==> src/ftr_map.svh <==
// Purpose: Named offsets, field positions, codes and counts for the
//          track-read / sector-write command interpreter.
// Assumes: Included by the design module and the bench top.
// Notes:   Definitions only.
`ifndef FTR_MAP_SVH
`define FTR_MAP_SVH

// Command and result byte counts
`define FTR_NCMD 4'h9
`define FTR_LAST_CMD 4'h8
`define FTR_LAST_RES 3'h6

// Command byte positions
`define FTR_B_OPC 0
`define FTR_B_SEL 1
`define FTR_B_CYL 2
`define FTR_B_HD 3
`define FTR_B_SEC 4
`define FTR_B_SZ 5
`define FTR_B_EOT 6
`define FTR_B_GPL 7
`define FTR_B_DTL 8

// Opcode fields
`define FTR_OP_MT 7
`define FTR_OP_MFM 6
`define FTR_OP_SK 5
`define FTR_TRK_CODE 5'h02
`define FTR_WR_CODE 6'h05

// Select byte fields
`define FTR_SEL_HD 2

// Completion codes
`define FTR_IC_OK 2'h0
`define FTR_IC_ABN 2'h1
`define FTR_IC_BAD 2'h2

// Status bit positions
`define FTR_ST1_EN 7
`define FTR_ST1_DE 5
`define FTR_ST1_OR 4
`define FTR_ST1_MA 0
`define FTR_ST2_DD 5

// Sector geometry and CRC
`define FTR_BASE_LEN 15'h0080
`define FTR_SHORT_LEN 8'h80
`define FTR_CRC_INIT 16'hFFFF
`define FTR_CRC_POLY 16'h1021
`define FTR_FIRST_SEC 8'h01

`endif

==> src/ftr_pkg.sv <==
// Purpose: Types shared by the track-read / sector-write interpreter.
// Assumes: ftr_map.svh holds the numeric constants.
// Notes:   Types only; no logic.
package ftr_pkg;

  // Command phases
  typedef enum logic [2:0] {
    PH_IDLE,
    PH_CMD,
    PH_RT_IDX,
    PH_RT_READ,
    PH_WR_DATA,
    PH_WR_CRC_HI,
    PH_WR_CRC_LO,
    PH_RESULT
  } ftr_phase_t;

  // The nine command bytes, byte 0 first
  typedef logic [8:0][7:0] ftr_cmd_t;

  // Whole module state
  typedef struct packed {
    ftr_phase_t ph;
    logic [3:0] idx;
    ftr_cmd_t prm;
    logic [1:0] ic;
    logic [7:0] st1;
    logic [7:0] st2;
    logic [14:0] cnt;
    logic zfill;
    logic tc_seen;
    logic [15:0] crc;
    logic id_seen;
    logic [7:0] sec_cnt;
    logic rd_valid;
    logic [7:0] rd_byte;
    logic disk_wr_valid;
    logic [7:0] disk_wr_byte;
  } ftr_state_t;

endpackage

==> src/ftr_ctrl.sv <==
// Purpose: Command interpreter for the track-read and sector-write floppy
//          commands: command bytes in, data execution, seven result bytes out.
// Assumes: Drive side gives a decoded byte stream with marker pulses and asks
//          for write bytes by a one-cycle request strobe.
// Notes:   Only the two commands are decoded; anything else ends as invalid.
`timescale 1ns/100ps
`include "ftr_map.svh"

module ftr_ctrl (
  // Clock and reset
  input wire logic clk,
  input wire logic nrst,
  // Command bytes from host
  input wire logic cmd_valid,
  input wire logic [7:0] cmd_byte,
  output logic cmd_ready,
  // Result bytes to host
  output logic res_valid,
  output logic [7:0] res_byte,
  input wire logic res_ready,
  // Track-read data to host
  output logic rd_valid,
  output logic [7:0] rd_byte,
  // Sector-write data from host
  input wire logic wr_valid,
  input wire logic [7:0] wr_byte,
  output logic wr_ready,
  input wire logic terminal_count,
  // Drive read side
  input wire logic index_pulse,
  input wire logic disk_rd_valid,
  input wire logic [7:0] disk_rd_byte,
  input wire logic disk_id_found,
  input wire logic disk_sec_end,
  input wire logic disk_id_crc_err,
  input wire logic disk_data_crc_err,
  // Drive write side
  input wire logic disk_wr_req,
  output logic disk_wr_valid,
  output logic [7:0] disk_wr_byte,
  // Drive selection and status
  output logic head_select,
  output logic [1:0] drive_select,
  output logic busy
);

  ftr_pkg::ftr_state_t s; // Registered state
  ftr_pkg::ftr_state_t next_s; // Next state
  logic [14:0] sec_len; // Bytes in one sector
  logic [14:0] data_lim; // Bytes taken from host per sector
  logic last_byte; // Current byte ends the data field
  logic at_eot; // Current sector is the final one
  logic [7:0] st0; // Status byte 0 as reported

  // CCITT CRC step over one byte, most significant bit first
  function automatic logic [15:0] crc_step(input logic [15:0] c, input logic [7:0] d);
    logic [15:0] r;
    r = c;
    for (int i = 7; i >= 0; i--) begin
      r = (r[15] ^ d[i]) ? ((r << 1) ^ `FTR_CRC_POLY) : (r << 1);
    end
    return r;
  endfunction

  // Sector geometry; short data length only counts when N is zero
  always_comb begin
    sec_len = `FTR_BASE_LEN << s.prm[`FTR_B_SZ][2:0];
    if (s.prm[`FTR_B_SZ] == 8'h00 && s.prm[`FTR_B_DTL] < `FTR_SHORT_LEN) begin
      data_lim = {7'h00, s.prm[`FTR_B_DTL]};
    end else begin
      data_lim = sec_len;
    end
    last_byte = (s.cnt == sec_len - 15'h0001);
    at_eot = (s.prm[`FTR_B_SEC] == s.prm[`FTR_B_EOT]);
  end

  // Status byte 0: completion code, head and drive as selected
  assign st0 = {s.ic, 3'h0, s.prm[`FTR_B_SEL][`FTR_SEL_HD:0]};
  assign head_select = s.prm[`FTR_B_SEL][`FTR_SEL_HD];
  assign drive_select = s.prm[`FTR_B_SEL][1:0];
  assign busy = (s.ph != ftr_pkg::PH_IDLE);
  assign cmd_ready = (s.ph == ftr_pkg::PH_IDLE) || (s.ph == ftr_pkg::PH_CMD);
  assign res_valid = (s.ph == ftr_pkg::PH_RESULT);
  assign rd_valid = s.rd_valid;
  assign rd_byte = s.rd_byte;
  assign disk_wr_valid = s.disk_wr_valid;
  assign disk_wr_byte = s.disk_wr_byte;

  // Host data is accepted only on a drive request inside the data limit
  assign wr_ready = (s.ph == ftr_pkg::PH_WR_DATA) && disk_wr_req && !s.zfill &&
                    !terminal_count && (s.cnt < data_lim);

  // Result byte order: three status bytes, then the sector ID
  always_comb begin
    case (s.idx[2:0])
      3'h0: res_byte = st0;
      3'h1: res_byte = s.st1;
      3'h2: res_byte = s.st2;
      3'h3: res_byte = s.prm[`FTR_B_CYL];
      3'h4: res_byte = s.prm[`FTR_B_HD];
      3'h5: res_byte = s.prm[`FTR_B_SEC];
      default: res_byte = s.prm[`FTR_B_SZ];
    endcase
  end

  // Next-state logic for every phase
  always_comb begin
    next_s = s;
    next_s.rd_valid = 1'b0;
    next_s.disk_wr_valid = 1'b0;
    case (s.ph)
      // Opcode byte starts a command
      ftr_pkg::PH_IDLE: begin
        if (cmd_valid) begin
          next_s.prm[`FTR_B_OPC] = cmd_byte;
          next_s.idx = 4'h1;
          next_s.ic = `FTR_IC_OK;
          next_s.st1 = 8'h00;
          next_s.st2 = 8'h00;
          next_s.ph = ftr_pkg::PH_CMD;
        end
      end
      // Remaining eight bytes land in order
      ftr_pkg::PH_CMD: begin
        if (cmd_valid) begin
          next_s.prm[s.idx] = cmd_byte;
          next_s.idx = s.idx + 4'h1;
          if (s.idx == `FTR_LAST_CMD) begin
            next_s.idx = 4'h0;
            next_s.cnt = 15'h0000;
            next_s.zfill = 1'b0;
            next_s.tc_seen = 1'b0;
            next_s.crc = `FTR_CRC_INIT;
            next_s.id_seen = 1'b0;
            next_s.sec_cnt = 8'h00;
            // Host keeps multitrack low for track read; bit 7 must be zero
            if (!s.prm[`FTR_B_OPC][`FTR_OP_MT] &&
                s.prm[`FTR_B_OPC][4:0] == `FTR_TRK_CODE) begin
              next_s.ph = ftr_pkg::PH_RT_IDX;
            end else if (s.prm[`FTR_B_OPC][5:0] == `FTR_WR_CODE) begin
              next_s.ph = ftr_pkg::PH_WR_DATA;
            end else begin
              next_s.ic = `FTR_IC_BAD;
              next_s.ph = ftr_pkg::PH_RESULT;
            end
          end
        end
      end
      // Nothing moves until the index hole passes
      ftr_pkg::PH_RT_IDX: begin
        if (index_pulse) begin
          next_s.ph = ftr_pkg::PH_RT_READ;
        end
      end
      // Stream every data field; errors only mark status
      ftr_pkg::PH_RT_READ: begin
        next_s.rd_valid = disk_rd_valid;
        next_s.rd_byte = disk_rd_byte;
        if (disk_id_found) begin
          next_s.id_seen = 1'b1;
        end
        if (disk_id_crc_err || disk_data_crc_err) begin
          next_s.st1[`FTR_ST1_DE] = 1'b1;
        end
        if (disk_data_crc_err) begin
          next_s.st2[`FTR_ST2_DD] = 1'b1;
        end
        if (disk_sec_end) begin
          next_s.sec_cnt = s.sec_cnt + 8'h01;
          next_s.prm[`FTR_B_SEC] = s.prm[`FTR_B_SEC] + 8'h01;
          if (s.sec_cnt + 8'h01 == s.prm[`FTR_B_EOT]) begin
            next_s.ph = ftr_pkg::PH_RESULT;
          end
        end else if (index_pulse) begin
          // Second index before the final sector is abnormal
          next_s.ic = `FTR_IC_ABN;
          next_s.st1[`FTR_ST1_MA] = !s.id_seen;
          next_s.ph = ftr_pkg::PH_RESULT;
        end else if (terminal_count) begin
          next_s.ph = ftr_pkg::PH_RESULT;
        end
      end
      // One byte per drive request: host data, else zeros
      ftr_pkg::PH_WR_DATA: begin
        if (terminal_count) begin
          next_s.zfill = 1'b1;
          next_s.tc_seen = 1'b1;
        end
        if (disk_wr_req) begin
          next_s.disk_wr_valid = 1'b1;
          next_s.cnt = s.cnt + 15'h0001;
          if (wr_ready && wr_valid) begin
            next_s.disk_wr_byte = wr_byte;
            next_s.crc = crc_step(s.crc, wr_byte);
          end else begin
            // Short data length, terminal count or underrun: pad with zero
            next_s.disk_wr_byte = 8'h00;
            next_s.crc = crc_step(s.crc, 8'h00);
            if (wr_ready) begin
              next_s.st1[`FTR_ST1_OR] = 1'b1;
              next_s.zfill = 1'b1;
            end
          end
          if (last_byte) begin
            next_s.ph = ftr_pkg::PH_WR_CRC_HI;
          end
        end
      end
      // CRC field, high byte first
      ftr_pkg::PH_WR_CRC_HI: begin
        if (disk_wr_req) begin
          next_s.disk_wr_valid = 1'b1;
          next_s.disk_wr_byte = s.crc[15:8];
          next_s.ph = ftr_pkg::PH_WR_CRC_LO;
        end
      end
      // Low CRC byte, then step to the next sector
      ftr_pkg::PH_WR_CRC_LO: begin
        if (disk_wr_req) begin
          next_s.disk_wr_valid = 1'b1;
          next_s.disk_wr_byte = s.crc[7:0];
          next_s.cnt = 15'h0000;
          next_s.crc = `FTR_CRC_INIT;
          next_s.prm[`FTR_B_SEC] = s.prm[`FTR_B_SEC] + 8'h01;
          next_s.ph = ftr_pkg::PH_WR_DATA;
          if (s.tc_seen || s.st1[`FTR_ST1_OR]) begin
            next_s.ph = ftr_pkg::PH_RESULT;
          end else if (at_eot) begin
            next_s.prm[`FTR_B_SEC] = `FTR_FIRST_SEC;
            if (s.prm[`FTR_B_OPC][`FTR_OP_MT] && !s.prm[`FTR_B_HD][0]) begin
              // Continue on side one of the same cylinder
              next_s.prm[`FTR_B_HD] = s.prm[`FTR_B_HD] + 8'h01;
              next_s.prm[`FTR_B_SEL][`FTR_SEL_HD] = 1'b1;
            end else begin
              // Ran off the cylinder without terminal count
              next_s.prm[`FTR_B_CYL] = s.prm[`FTR_B_CYL] + 8'h01;
              next_s.st1[`FTR_ST1_EN] = 1'b1;
              next_s.ic = `FTR_IC_ABN;
              next_s.ph = ftr_pkg::PH_RESULT;
            end
          end
        end
      end
      // Seven result bytes, one per host read
      ftr_pkg::PH_RESULT: begin
        if (res_ready) begin
          next_s.idx = s.idx + 4'h1;
          if (s.idx[2:0] == `FTR_LAST_RES) begin
            next_s.idx = 4'h0;
            next_s.ph = ftr_pkg::PH_IDLE;
          end
        end
      end
      default: begin
        next_s.ph = ftr_pkg::PH_IDLE;
      end
    endcase
  end

  // State register; every field clears on reset
  always_ff @(posedge clk or negedge nrst) begin
    if (!nrst) begin
      s <= '0;
    end else begin
      s <= next_s;
    end
  end

endmodule

==> config.mk <==
export PLATFORM = sky130hd
export DESIGN_NAME = ftr_ctrl
export DESIGN_NICKNAME = d
export VERILOG_FILES = /design/src/ftr_pkg.sv /design/src/ftr_ctrl.sv
export VERILOG_INCLUDE_DIRS = /design/src
export SDC_FILE = /design/constraint.sdc
export NUM_CORES = 1
export LEC_CHECK = 0
export BUFFER_PORTS_ARGS = -buffer_cell sky130_fd_sc_hd__buf_2
export CAP_MARGIN = 15
export CELL_PAD_IN_SITES_DETAIL_PLACEMENT = 1
export CELL_PAD_IN_SITES_GLOBAL_PLACEMENT = 1
export CORE_MARGIN = 1.5
export CORE_UTILIZATION = 25
export DETAILED_ROUTE_END_ITERATION = 10
export MAX_ROUTING_LAYER = met4
export PLACE_DENSITY_LB_ADDON = 0.1
export REMOVE_ABC_BUFFERS = 1
export SLEW_MARGIN = 20
export SYNTH_ARGS = -nofsm -noshare
export SYNTH_HDL_FRONTEND = slang
export SYNTH_SLANG_ARGS = --single-unit
export TNS_END_PERCENT = 20
==> constraint.sdc <==
create_clock -name clk -period 3.5 [get_ports clk]
set_clock_uncertainty 0.1 [all_clocks]
set_input_delay 0.7 -clock clk [delete_from_list [all_inputs] [get_ports clk]]
set_output_delay 0.7 -clock clk [all_outputs]
set_load 0.05 [all_outputs]
==> results.ini, run 1 <==
[outcome]
status = complete, but fails checks
violations = negative setup slack

[synthesis]
synth_top_area_share_pct = 40.5
syn-instance-count = 911
ys.flop_type = dfrtp_1
synthArstFlopShare_pct = 100
syn_area_per_cell_um2 = 8.95
yosysSeqAreaShare_pct = 40.5
yosys.area.top_type = dfrtp_1
synth_seq_cells = 132
synth_area_um2 = 8150
synth_area_leaders = dfrtp_1 41%, mux2_2 5.1%, o21ai_0 5.0%
synthDistinctLibCells = 65
yosys_warnings = 0
synth_edf_count = 0

[power]
finalPower_mw = 7.73
p_leak_nw = 4.39
cellPowerDensity_nw_per_um2 = 786
vdd_drop_max_mv = 0.420

[route]
drt_iter0_drc = 471
ant_nets = 0
dr_total_vias = 7177
drt_wl_total_mm = 29.5
wl_per_cell_um = 20.6
first_pass_iters = 5
drc = 0
vias_per_cell = 5.02

[setup_path]
crit_top_cell = and3_4
worst-path-max-fanout = 6
critical_path_buf_inv_count = 2
slowest_delay_ns = 0.39
r2r_setup_slack_ns = 0.25
crit_family = simple AND/OR/NAND/NOR gates
cpMaxStageDelayCell = dfrtp_1
startpoint = s[122]
crit_chain = nor4_2 -> buf_4 -> and3_4 -> nand2_1 -> ha_4 -> a21oi_2 -> nor2_1 -> o31ai_2 -> and3_4 -> buf_8
worstPathRequired_ns = 2.70
arrival_ns = 2.73
critPathKind = reg -> out
cp-start-kind = register
worstReg2RegStart = s[122]
cp-end-kind = output pin

[clock_network]
path_clk_slew_ns = 0.07
cts.sink_count = 132
cts_max_level = 4
insertion_delay_ns = 0.46
holdBufCountCts = 0
numCtsBuffers = 17
cts-root-buf = clkbuf_16
cts_tree = done
cts_buffer_depth = 2

[layout]
layout.nets = 1044
layout-drive-gt1-share_pct = 22.0
antennaDiodeCount = 0
area_delta_synth_final_pct = 20.7

[sta]
period_share_pct = 101
slew_viol_final = 0
tightest_slew_ns = 0.824
rsz0062_at_grt = yes
finalSetupTns_ns = -0.0347
fmax_ghz = 0.283
period_minus_slack_ns = 3.53
layout_setup_ws_ns = -0.0347
final-setup-viol-count = 1
report.final.hold_viol_count = 0
slew-limit-headroom_pct = 45.1

[global_route]
grt_max_degree = 64
grt.overflow.total = 0
grt_pass1_vias = 7427
grt_pass1_wl_mm = 45.9
antenna_found_initial = 0
track_usage_pct = 18.7

[hold_path]
min_path_type = in -> async

[placement]
hpwl_mm = 21.4
numPortBuffers = 69
gp_congestion = 0.828

[run]
maxCapViolations = 0

[floorplanning]
fp.dieW_um = 184
rows = 65
coreArea_um2 = 31800
fp.dieH_um = 184
dieArea_um2 = 33700
start_util_pct = 25.6
io_pins = 70

-- cells in the final DEF, fill, tap and decap left out, types with 8 or more instances in the layout --
cell       count
a21oi_1       49
a222oi_1       8
a22o_1        19
a31oi_1        9
and2_1        12
and3_1        20
buf_2         67
buf_4         51
clkbuf_16     17
dfrtp_1      131
ha_1          19
inv_1         19
mux2_2        37
nand2_1       92
nand2b_1       8
nand3_1       32
nand3b_1      10
nand4_1       14
nor2_1        89
nor3_1        10
o21ai_0       81
o32a_1         8
xnor2_1       26
xor2_1        29
-- Yosys cell counts (8+ instances only) --
library cell and count:
nand2_1 96, and3_1 22, xor2_1 29, nand4_1 14
clkbuf_1 47, nor3_1 11, nand3b_1 10, nand3_1 32
a22o_1 19, ha_1 24, nand2b_1 8, dfrtp_1 132
a222oi_1 8, mux2_2 37, o21ai_0 81, buf_4 18
a31oi_1 9, xnor2_1 26, inv_1 19, nor2_1 89
o32a_1 8, a21oi_1 51, and2_1 12
-- registers in the layout, indices dropped and copies added, names as in the netlist --
name / cells
rd_valid: 1
disk_wr_valid: 1
rd_byte: 8
head_select: 1
drive_select: 2
disk_wr_byte: 8
s: 111
-- worst paths after layout --
check / endpoint / cells past startpoint
setup / recovery: wr_ready / 10
hold / removal: s[58] / 1
max in group asynchronous: s[96] / 2
hold reg to reg: s[142] / 2
min in group clk: rd_valid / 2
setup reg to reg: s[34] / 15
-- per-layer routing --
| layer | vias to the layer above | track usage, % | share of wire [%] |
|---|---|---|---|
| met5 | - | - | 0 |
| met4 | 0 | 4.89 | 1.3 |
| met3 | 24 | 2.75 | 2.6 |
| met2 | 108 | 30.2 | 48 |
| met1 | 3600 | 24.5 | 48 |
| li1 | 3445 | - | - |
-- cells by family after synthesis --
family          after synthesis  synth area share (%)
compound gates              251                  20.6
buf+inv                      87                  4.93
flops                       132                  40.5
xor+xnor                     55                  5.91
fa+ha+maj                    24                  3.68
simple gates                323                  19.0
mux                          39                  5.36
-- metrics by stage --
step                worst slack [ns]  instances  instance area [µm²]  util (%)  hold slack (ns)
finish                       -0.0347       1431                 9840      30.9            0.137
global route                  -0.199       1431                 9840      30.9            0.173
CTS                           -0.127       1432                 9760      30.7            0.173
detailed placement            0.0562       1392                 9060      28.5            0.364
global placement              0.0607       1392                 9060      28.5            0.365
floorplan                     -0.383        843                 7820         -            0.304
-- where the power goes --
| group | internal (mW) | switching, mW |
|---|---|---|
| Sequential | 1.93 | 0.401 |
| Combinational | 1.27 | 2.26 |
| Clock | 1.07 | 0.802 |
-- timing repair --
item | CTS | global route
endpoints found under the setup margin | 7 | 28
buffers inserted | 8 | 2
resized for setup | 13 | 16
pin swaps | 5 | 11
-- final cells by class --
| cell class | count | area (µm²) |
|---|---|---|
| clock buffers | 18 | 439 |
| clock inverters | 14 | 155 |
| fillers | 3723 | 22000 |
| inverters | 19 | 71.3 |
| multi-input cells | 692 | 4570 |
| flip-flops and latches | 132 | 3300 |
| well taps | 435 | 544 |
| repair buffers | 121 | 756 |
Power figures use the tool's default switching activity.
==> run 2, diff against run 1 <==
--- a/config.mk
+++ b/config.mk
@@ -6,6 +6,7 @@
 export SDC_FILE = /design/constraint.sdc
 export NUM_CORES = 1
 export LEC_CHECK = 0
+export ABC_AREA = 1
 export BUFFER_PORTS_ARGS = -buffer_cell sky130_fd_sc_hd__buf_2
 export CAP_MARGIN = 15
 export CELL_PAD_IN_SITES_DETAIL_PLACEMENT = 1
==> run 2 against run 1 <==
The run now ends clean; worst hold slack improved by 0.042 ns; total power rose by 24%; synthesized cell count rose by 22%; core utilization rose by 0.21 points; worst setup slack improved by 0.13 ns; largest power group unchanged; register-to-register slack got worse by 0.07 ns; clock power rose by 10%; synthesized area rose by 2.8%; critical path depth rose by 4; clock-buffer cell count rose by 2.
==> results.ini, run 2 <==
[run]
maxCapViolations = 0  ; unchanged

[setup_path]
worst-path-max-fanout = 5  ; -1
reg2reg_to = s[31]
critPathKind = reg -> out
arrival_ns = 2.60  ; -0.13 ns
crit_chain = or2_1 -> nor2_2 -> nand2_2 -> inv_4 -> nand2_1 -> ha_4 -> nand2_2 -> nor2_1 -> a211oi_2 -> nand2_2 -> a21oi_4 -> nand2_2 -> inv_2 -> buf_8
worstPathRequired_ns = 2.70  ; about the same
cpMaxStageDelayCell = dfrtp_1
cp-end-kind = output pin
cp-start-kind = register
crit_top_cell = nand2_2
r2r_setup_slack_ns = 0.18  ; -0.07 ns
slowest_delay_ns = 0.37  ; -0.02 ns
reg2regPathDepth = 22  ; +7
worstReg2RegStart = s[121]

[layout]
regMostFlops = s
area_delta_synth_final_pct = 21.9
layout-drive-gt1-share_pct = 17.3  ; -4.7 points
layout.nets = 1254  ; +20%
antennaDiodeCount = 0  ; unchanged
largest_reg_flops = 111  ; unchanged
stdcell_area_um2 = 10200  ; +3.8%
layout_common_cells = 279 x nand2_1, 132 x dfrtp_1, 113 x inv_1, 81 x nor2_1, 67 x buf_2
layout_commonest_cell = nand2_1
fin_cells = 1648  ; +15%

[global_route]
grt.overflow.total = 0  ; unchanged
antenna_found_initial = 0  ; unchanged
grt_pass1_wl_mm = 47.8  ; +4.0%
track_usage_pct = 19.1  ; +0.41 points
grt_pass1_vias = 8081  ; +8.8%
grt_max_degree = 78  ; +22%

[power]
p_leak_nw = 4.82  ; +9.6%
vdd_drop_max_mv = 0.464  ; +10%
cellPowerDensity_nw_per_um2 = 941  ; +20%
finalPower_mw = 9.61  ; +24%

[sta]
final-setup-viol-count = 0  ; -1
slew-limit-headroom_pct = 41.9  ; -3.2 points
report.final.hold_viol_count = 0  ; unchanged
fmax_ghz = 0.294  ; +3.9%
rsz0062_at_grt = yes
slew_viol_final = 0  ; unchanged
tightest_slew_ns = 0.872  ; +0.0476 ns
period_minus_slack_ns = 3.40  ; -0.133 ns
period_share_pct = 97.2  ; -3.8 points

[synthesis]
synth_area_um2 = 8380  ; +2.8%
syn_area_per_cell_um2 = 7.57  ; -15%
synth_seq_cells = 132  ; unchanged
synth_area_leaders = dfrtp_1 39%, nand2_1 13%, xor2_1 5.6%
synth_top_area_share_pct = 39.4  ; -1.1 points
syn-instance-count = 1107  ; +22%
yosys_warnings = 0  ; unchanged
synthTopCellsByCount = 290 x nand2_1, 132 x dfrtp_1, 116 x inv_1
synth_edf_count = 0  ; unchanged
ys.flop_type = dfrtp_1
yosysSeqAreaShare_pct = 39.4  ; -1.1 points
synthArstFlopShare_pct = 100  ; unchanged
synth.most_common_cell = nand2_1
yosys.area.top_type = dfrtp_1
synthDistinctLibCells = 48  ; -26%

[clock_network]
cts_tree = done
cts-root-buf = clkbuf_16
cts_buffer_depth = 2  ; unchanged
cts_max_level = 4  ; unchanged
numCtsBuffers = 17  ; unchanged
cts.sink_count = 132  ; unchanged
insertion_delay_ns = 0.43  ; -0.03 ns
path_clk_slew_ns = 0.07  ; about the same

[placement]
gp_congestion = 0.815  ; -1.5%
hpwl_mm = 23.1  ; +7.8%
numPortBuffers = 69  ; unchanged
dpl-instance-area_um2 = 9200  ; +1.5%
dpl.cell_count = 1594  ; +15%

[route]
dr_total_vias = 7678  ; +7.0%
drt_iter0_drc = 271  ; -42%
first_pass_iters = 4  ; -1
ant_nets = 0  ; unchanged
wl_per_cell_um = 18.5  ; -10%
vias_per_cell = 4.66  ; -7.1%
drt_wl_total_mm = 30.4  ; +3.1%
drc = 0  ; unchanged

[outcome]
status = finished clean

[floorplanning]
start_util_pct = 25.6  ; -0.079 points
fp.dieW_um = 186  ; +1.4%
coreArea_um2 = 32800  ; +3.1%
dieArea_um2 = 34600  ; +2.7%
fp.dieH_um = 186  ; +1.4%
rows = 66  ; +1.5%
io_pins = 70  ; unchanged

[hold_path]
min_path_type = in -> async

-- run 2: logic make-up (layout without fill, tap and decap cells) --
kind of cell             after synthesis  in the layout  synth area share [%]
adder cells (fa/ha/maj)               24             24                  3.58
AND/OR/NAND/NOR                      515            515                  26.8
AO/OA/AOI/OAI                        184            184                  13.1
flip-flops                           132            132                  39.4
buffers and inverters                179            278                  9.32
XOR/XNOR                              73             73                  7.79
-- run 2: worst max path at each step --
stage | from | to | slack, ns | cells after the start
2_1_floorplan | s[119] | wr_ready | 0.48 | 14
3_5_place_dp | s[121] | wr_ready | 0.16 | 14
3_3_place_gp | s[121] | wr_ready | 0.17 | 14
6_report | s[121] | wr_ready | 0.1 | 14
4_1_cts | s[123] | wr_ready | -0.07 | 14
5_1_grt | s[121] | wr_ready | -0.09 | 17
-- run 2: worst max-delay path, delay by kind of cell (launching register included) --
| family | cells | cell delay [ns] |
|---|---|---|
| buf+inv | 3 | 0.35 |
| flops | 1 | 0.37 |
| fa+ha+maj | 1 | 0.24 |
| compound gates | 2 | 0.31 |
| simple gates | 8 | 0.89 |
-- run 2: stage by stage --
step / hold WS [ns] / setup TNS (ns) / worst slack [ns] / util, %
floorplan: 0.304 / 0 / 0.484 / -
global placement: 0.353 / 0 / 0.175 / 28.1
detailed placement: 0.355 / 0 / 0.157 / 28.1
CTS: 0.269 / -0.0686 / -0.0686 / 30.7
global route: 0.279 / -0.183 / -0.0865 / 31.2
finish: 0.179 / 0 / 0.0982 / 31.2
-- run 2: routing by layer --
metal  wire, µm  up-vias  share of wire (%)  track usage (%)
met5          0        -                  0                -
met4        531        0                1.7             5.42
met3        744       21                2.4             2.92
met2      15000       79                 49             31.3
met1      14200     3777                 47             24.3
li1           -     3801                  -                -
-- run 2: cell type report --
type | count | area, µm²
Clock inverter | 12 | 201
Inverter | 129 | 492
Timing Repair Buffer | 117 | 746
Sequential cell | 132 | 3300
Multi-Input combinational cell | 796 | 4460
Tap cell | 442 | 553
Fill cell | 4019 | 22600
Clock buffer | 20 | 457
-- run 2: power by group --
part           switching, mW  total [mW]  internal [mW]
Combinational           3.24        5.05           1.80
Sequential             0.488        2.50           2.02
Clock                  0.755        2.06           1.31
Total                   4.49        9.61           5.12
-- run 2: timing repair --
| item | 4_1_cts | 5_1_grt |
|---|---|---|
| hold buffers | 0 | 0 |
| gates resized for setup | 15 | 29 |
| pin swaps | 10 | 15 |
| buffers inserted | 18 | 5 |
| endpoints found under the setup margin | 1 | 25 |
==> run 3, diff against run 2 <==
--- a/config.mk
+++ b/config.mk
@@ -14,7 +14,6 @@
 export CORE_MARGIN = 1.5
 export CORE_UTILIZATION = 25
 export DETAILED_ROUTE_END_ITERATION = 10
-export MAX_ROUTING_LAYER = met4
 export PLACE_DENSITY_LB_ADDON = 0.1
 export REMOVE_ABC_BUFFERS = 1
 export SLEW_MARGIN = 20
==> run 3 against run 2 <==
Worst setup slack lost 0.069 ns; core utilization shrank 0.24 points; largest cell class unchanged; critical endpoint unchanged; total power fell by 1.1%; global-route usage decreased by 0.50 points; cell count is essentially flat; via count decreased by 0.49%; sequential power is essentially flat; clock power is essentially flat; combinational power shrank 2%.
==> results.ini, run 3 (synthesized netlist as in run 2, its figures left out) <==
[route]
wl_per_cell_um = 18.4  ; -0.40%
drt_iter0_drc = 301  ; +11%
drt_wl_total_mm = 30.3  ; -0.46%
dr_total_vias = 7640  ; -0.49%
first_pass_iters = 4  ; unchanged
drc = 0  ; unchanged
ant_nets = 0  ; unchanged
vias_per_cell = 4.64  ; -0.43%

[setup_path]
worst-path-max-fanout = 2  ; -3
critPathKind = reg -> out
slowest_delay_ns = 0.37  ; about the same
reg2reg_to = s[34]
crit_chain = or2_1 -> nor2_2 -> buf_4 -> buf_4 -> buf_4 -> buf_4 -> buf_4 -> buf_4 -> buf_4 -> nand3_1 -> nand2_1 -> nand2_1 -> nand2_1 -> nand2_2 -> a21oi_4 -> nand2_2 -> inv_2 -> buf_8
r2r_setup_slack_ns = 0.16  ; -0.02 ns
cpMaxStageDelayCell = dfrtp_1
arrival_ns = 2.67  ; +0.07 ns
worstReg2RegStart = s[123]
critical_path_buf_inv_count = 9  ; +6
crit_top_cell = buf_4
cp-start-kind = register
crit_family = buffers and inverters
worstPathRequired_ns = 2.70  ; about the same
reg2regPathDepth = 24  ; +9.1%
cp-end-kind = output pin

[clock_network]
cts_max_level = 4  ; unchanged
holdBufCountCts = 0  ; unchanged
cts_buffer_depth = 2  ; unchanged
cts-root-buf = clkbuf_16
path_clk_slew_ns = 0.06  ; about the same
cts.sink_count = 132  ; unchanged
cts_tree = done
insertion_delay_ns = 0.43  ; about the same
numCtsBuffers = 17  ; unchanged

[placement]
place_worst_setup_slack_ns = 0.157  ; unchanged
dpl.cell_count = 1594  ; unchanged
gp_congestion = 0.804  ; -1.4%
hpwl_mm = 23.1  ; unchanged
dpl-instance-area_um2 = 9200  ; unchanged
numPortBuffers = 69  ; unchanged

[sta]
period_share_pct = 99.2  ; +2.0 points
report.final.hold_viol_count = 0  ; unchanged
slew-limit-headroom_pct = 43.6  ; +1.7 points
finalSetupTns_ns = 0  ; unchanged
fmax_ghz = 0.288  ; -2.0%
slew_viol_final = 0  ; unchanged
period_minus_slack_ns = 3.47  ; +0.0690 ns
layout_setup_ws_ns = 0.0292  ; -0.0690 ns
final-setup-viol-count = 0  ; unchanged
tightest_slew_ns = 0.846  ; -0.0259 ns
rsz0062_at_grt = yes

[layout]
layout_common_cells = 284 x nand2_1, 132 x dfrtp_1, 115 x inv_1, 81 x nor2_1, 67 x buf_2
layout-drive-gt1-share_pct = 16.4  ; -0.90 points
num-fill-cells = 4021  ; +0.050%
layout.nets = 1253  ; -0.080%
stdcell_area_um2 = 10100  ; -0.76%
fin_cells = 1647  ; -0.061%
antennaDiodeCount = 0  ; unchanged
layout_commonest_cell = nand2_1
regArea_um2 = 3300  ; unchanged
multiInputGateArea_um2 = 4400  ; -1.4%
area_delta_synth_final_pct = 21.0
regMostFlops = s
largest_reg_flops = 111  ; unchanged

[global_route]
grt.overflow.total = 0  ; unchanged
grt_max_degree = 78  ; unchanged
grt_pass1_vias = 8065  ; -0.20%
track_usage_pct = 18.6  ; -0.50 points
grt_pass1_wl_mm = 47.8  ; about the same
antenna_found_initial = 0  ; unchanged

[power]
finalPower_mw = 9.50  ; -1.1%
vdd_drop_max_mv = 0.463  ; -0.18%
sequentialPowerShare_pct = 26.3  ; +0.3 points
clkPwrFrac_pct = 21.7  ; +0.3 points
combinationalPowerShare_pct = 52.0  ; -0.5 points
power.switching_mw = 4.42  ; -1.5%
p_leak_nw = 4.78  ; -0.81%
swShare_pct = 46.5  ; -0.20 points
cellPowerDensity_nw_per_um2 = 937  ; -0.37%
p_int_mw = 5.08  ; -0.76%

[floorplanning]
fp.dieW_um = 186  ; unchanged
start_util_pct = 25.6  ; unchanged
rows = 66  ; unchanged
coreArea_um2 = 32800  ; unchanged
dieArea_um2 = 34600  ; unchanged
fp.dieH_um = 186  ; unchanged
io_pins = 70  ; unchanged

[outcome]
status = finished clean

[hold_path]
min_path_type = in -> async

[run]
maxCapViolations = 0  ; unchanged

-- run 3: cell count changes in the layout (fill, tap and decap cells not counted), moves of 2 or more --
cell,delta
nand2_1,+5
nand2_4,-4
buf_6,-2
ha_1,+2
ha_4,-2
inv_1,+2
inv_2,-2
-- run 3: layout make-up --
class	instances	share of cell area, %
Clock buffer	20	4.51
Clock inverter	12	1.99
Inverter	129	4.85
Multi-Input combinational cell	796	43.4
Sequential cell	132	32.6
Tap cell	442	5.46
Timing Repair Buffer	116	7.21
-- run 3: what timing repair did --
| action | in CTS | in global routing |
|---|---|---|
| resized for setup | 15 | 13 |
| setup buffers | 18 | 3 |
| hold endpoints to repair | 0 | 0 |
| endpoints found under the setup margin | 1 | 25 |
| pin swaps | 10 | 6 |
-- run 3: power groups by stage --
stage / clock (mW) / sequential [mW] / combinational, mW
global route: 2.18 / 2.57 / 5.47
global placement: 0 / 2.52 / 4.38
CTS: 2.13 / 2.50 / 4.88
floorplan: 0 / 2.80 / 2.69
detailed placement: 0 / 2.52 / 4.41
finish: 2.06 / 2.49 / 4.94
-- run 3: worst max path at each step --
stage / start / end / cells after the start
floorplan: s[119] / wr_ready / 14
global placement: s[121] / wr_ready / 14
detailed placement: s[121] / wr_ready / 14
CTS: s[123] / wr_ready / 14
global route: s[123] / wr_ready / 18
finish: s[123] / wr_ready / 18
-- run 3: stage by stage --
stage	hold WS, ns	utilization, %
6_report	0.204	30.9
5_1_grt	0.283	30.9
4_1_cts	0.269	30.7
3_5_place_dp	0.355	28.1
3_3_place_gp	0.353	28.1
2_1_floorplan	0.304	-
-- run 3: per-layer routing --
metal	global-route usage [%]	part of all wire (%)	up-vias
li1	-	-	3798
met5	0	0	-
met1	24.5	47	3755
met2	31.2	49	66
met3	3.01	2.0	21
met4	5.32	1.6	0
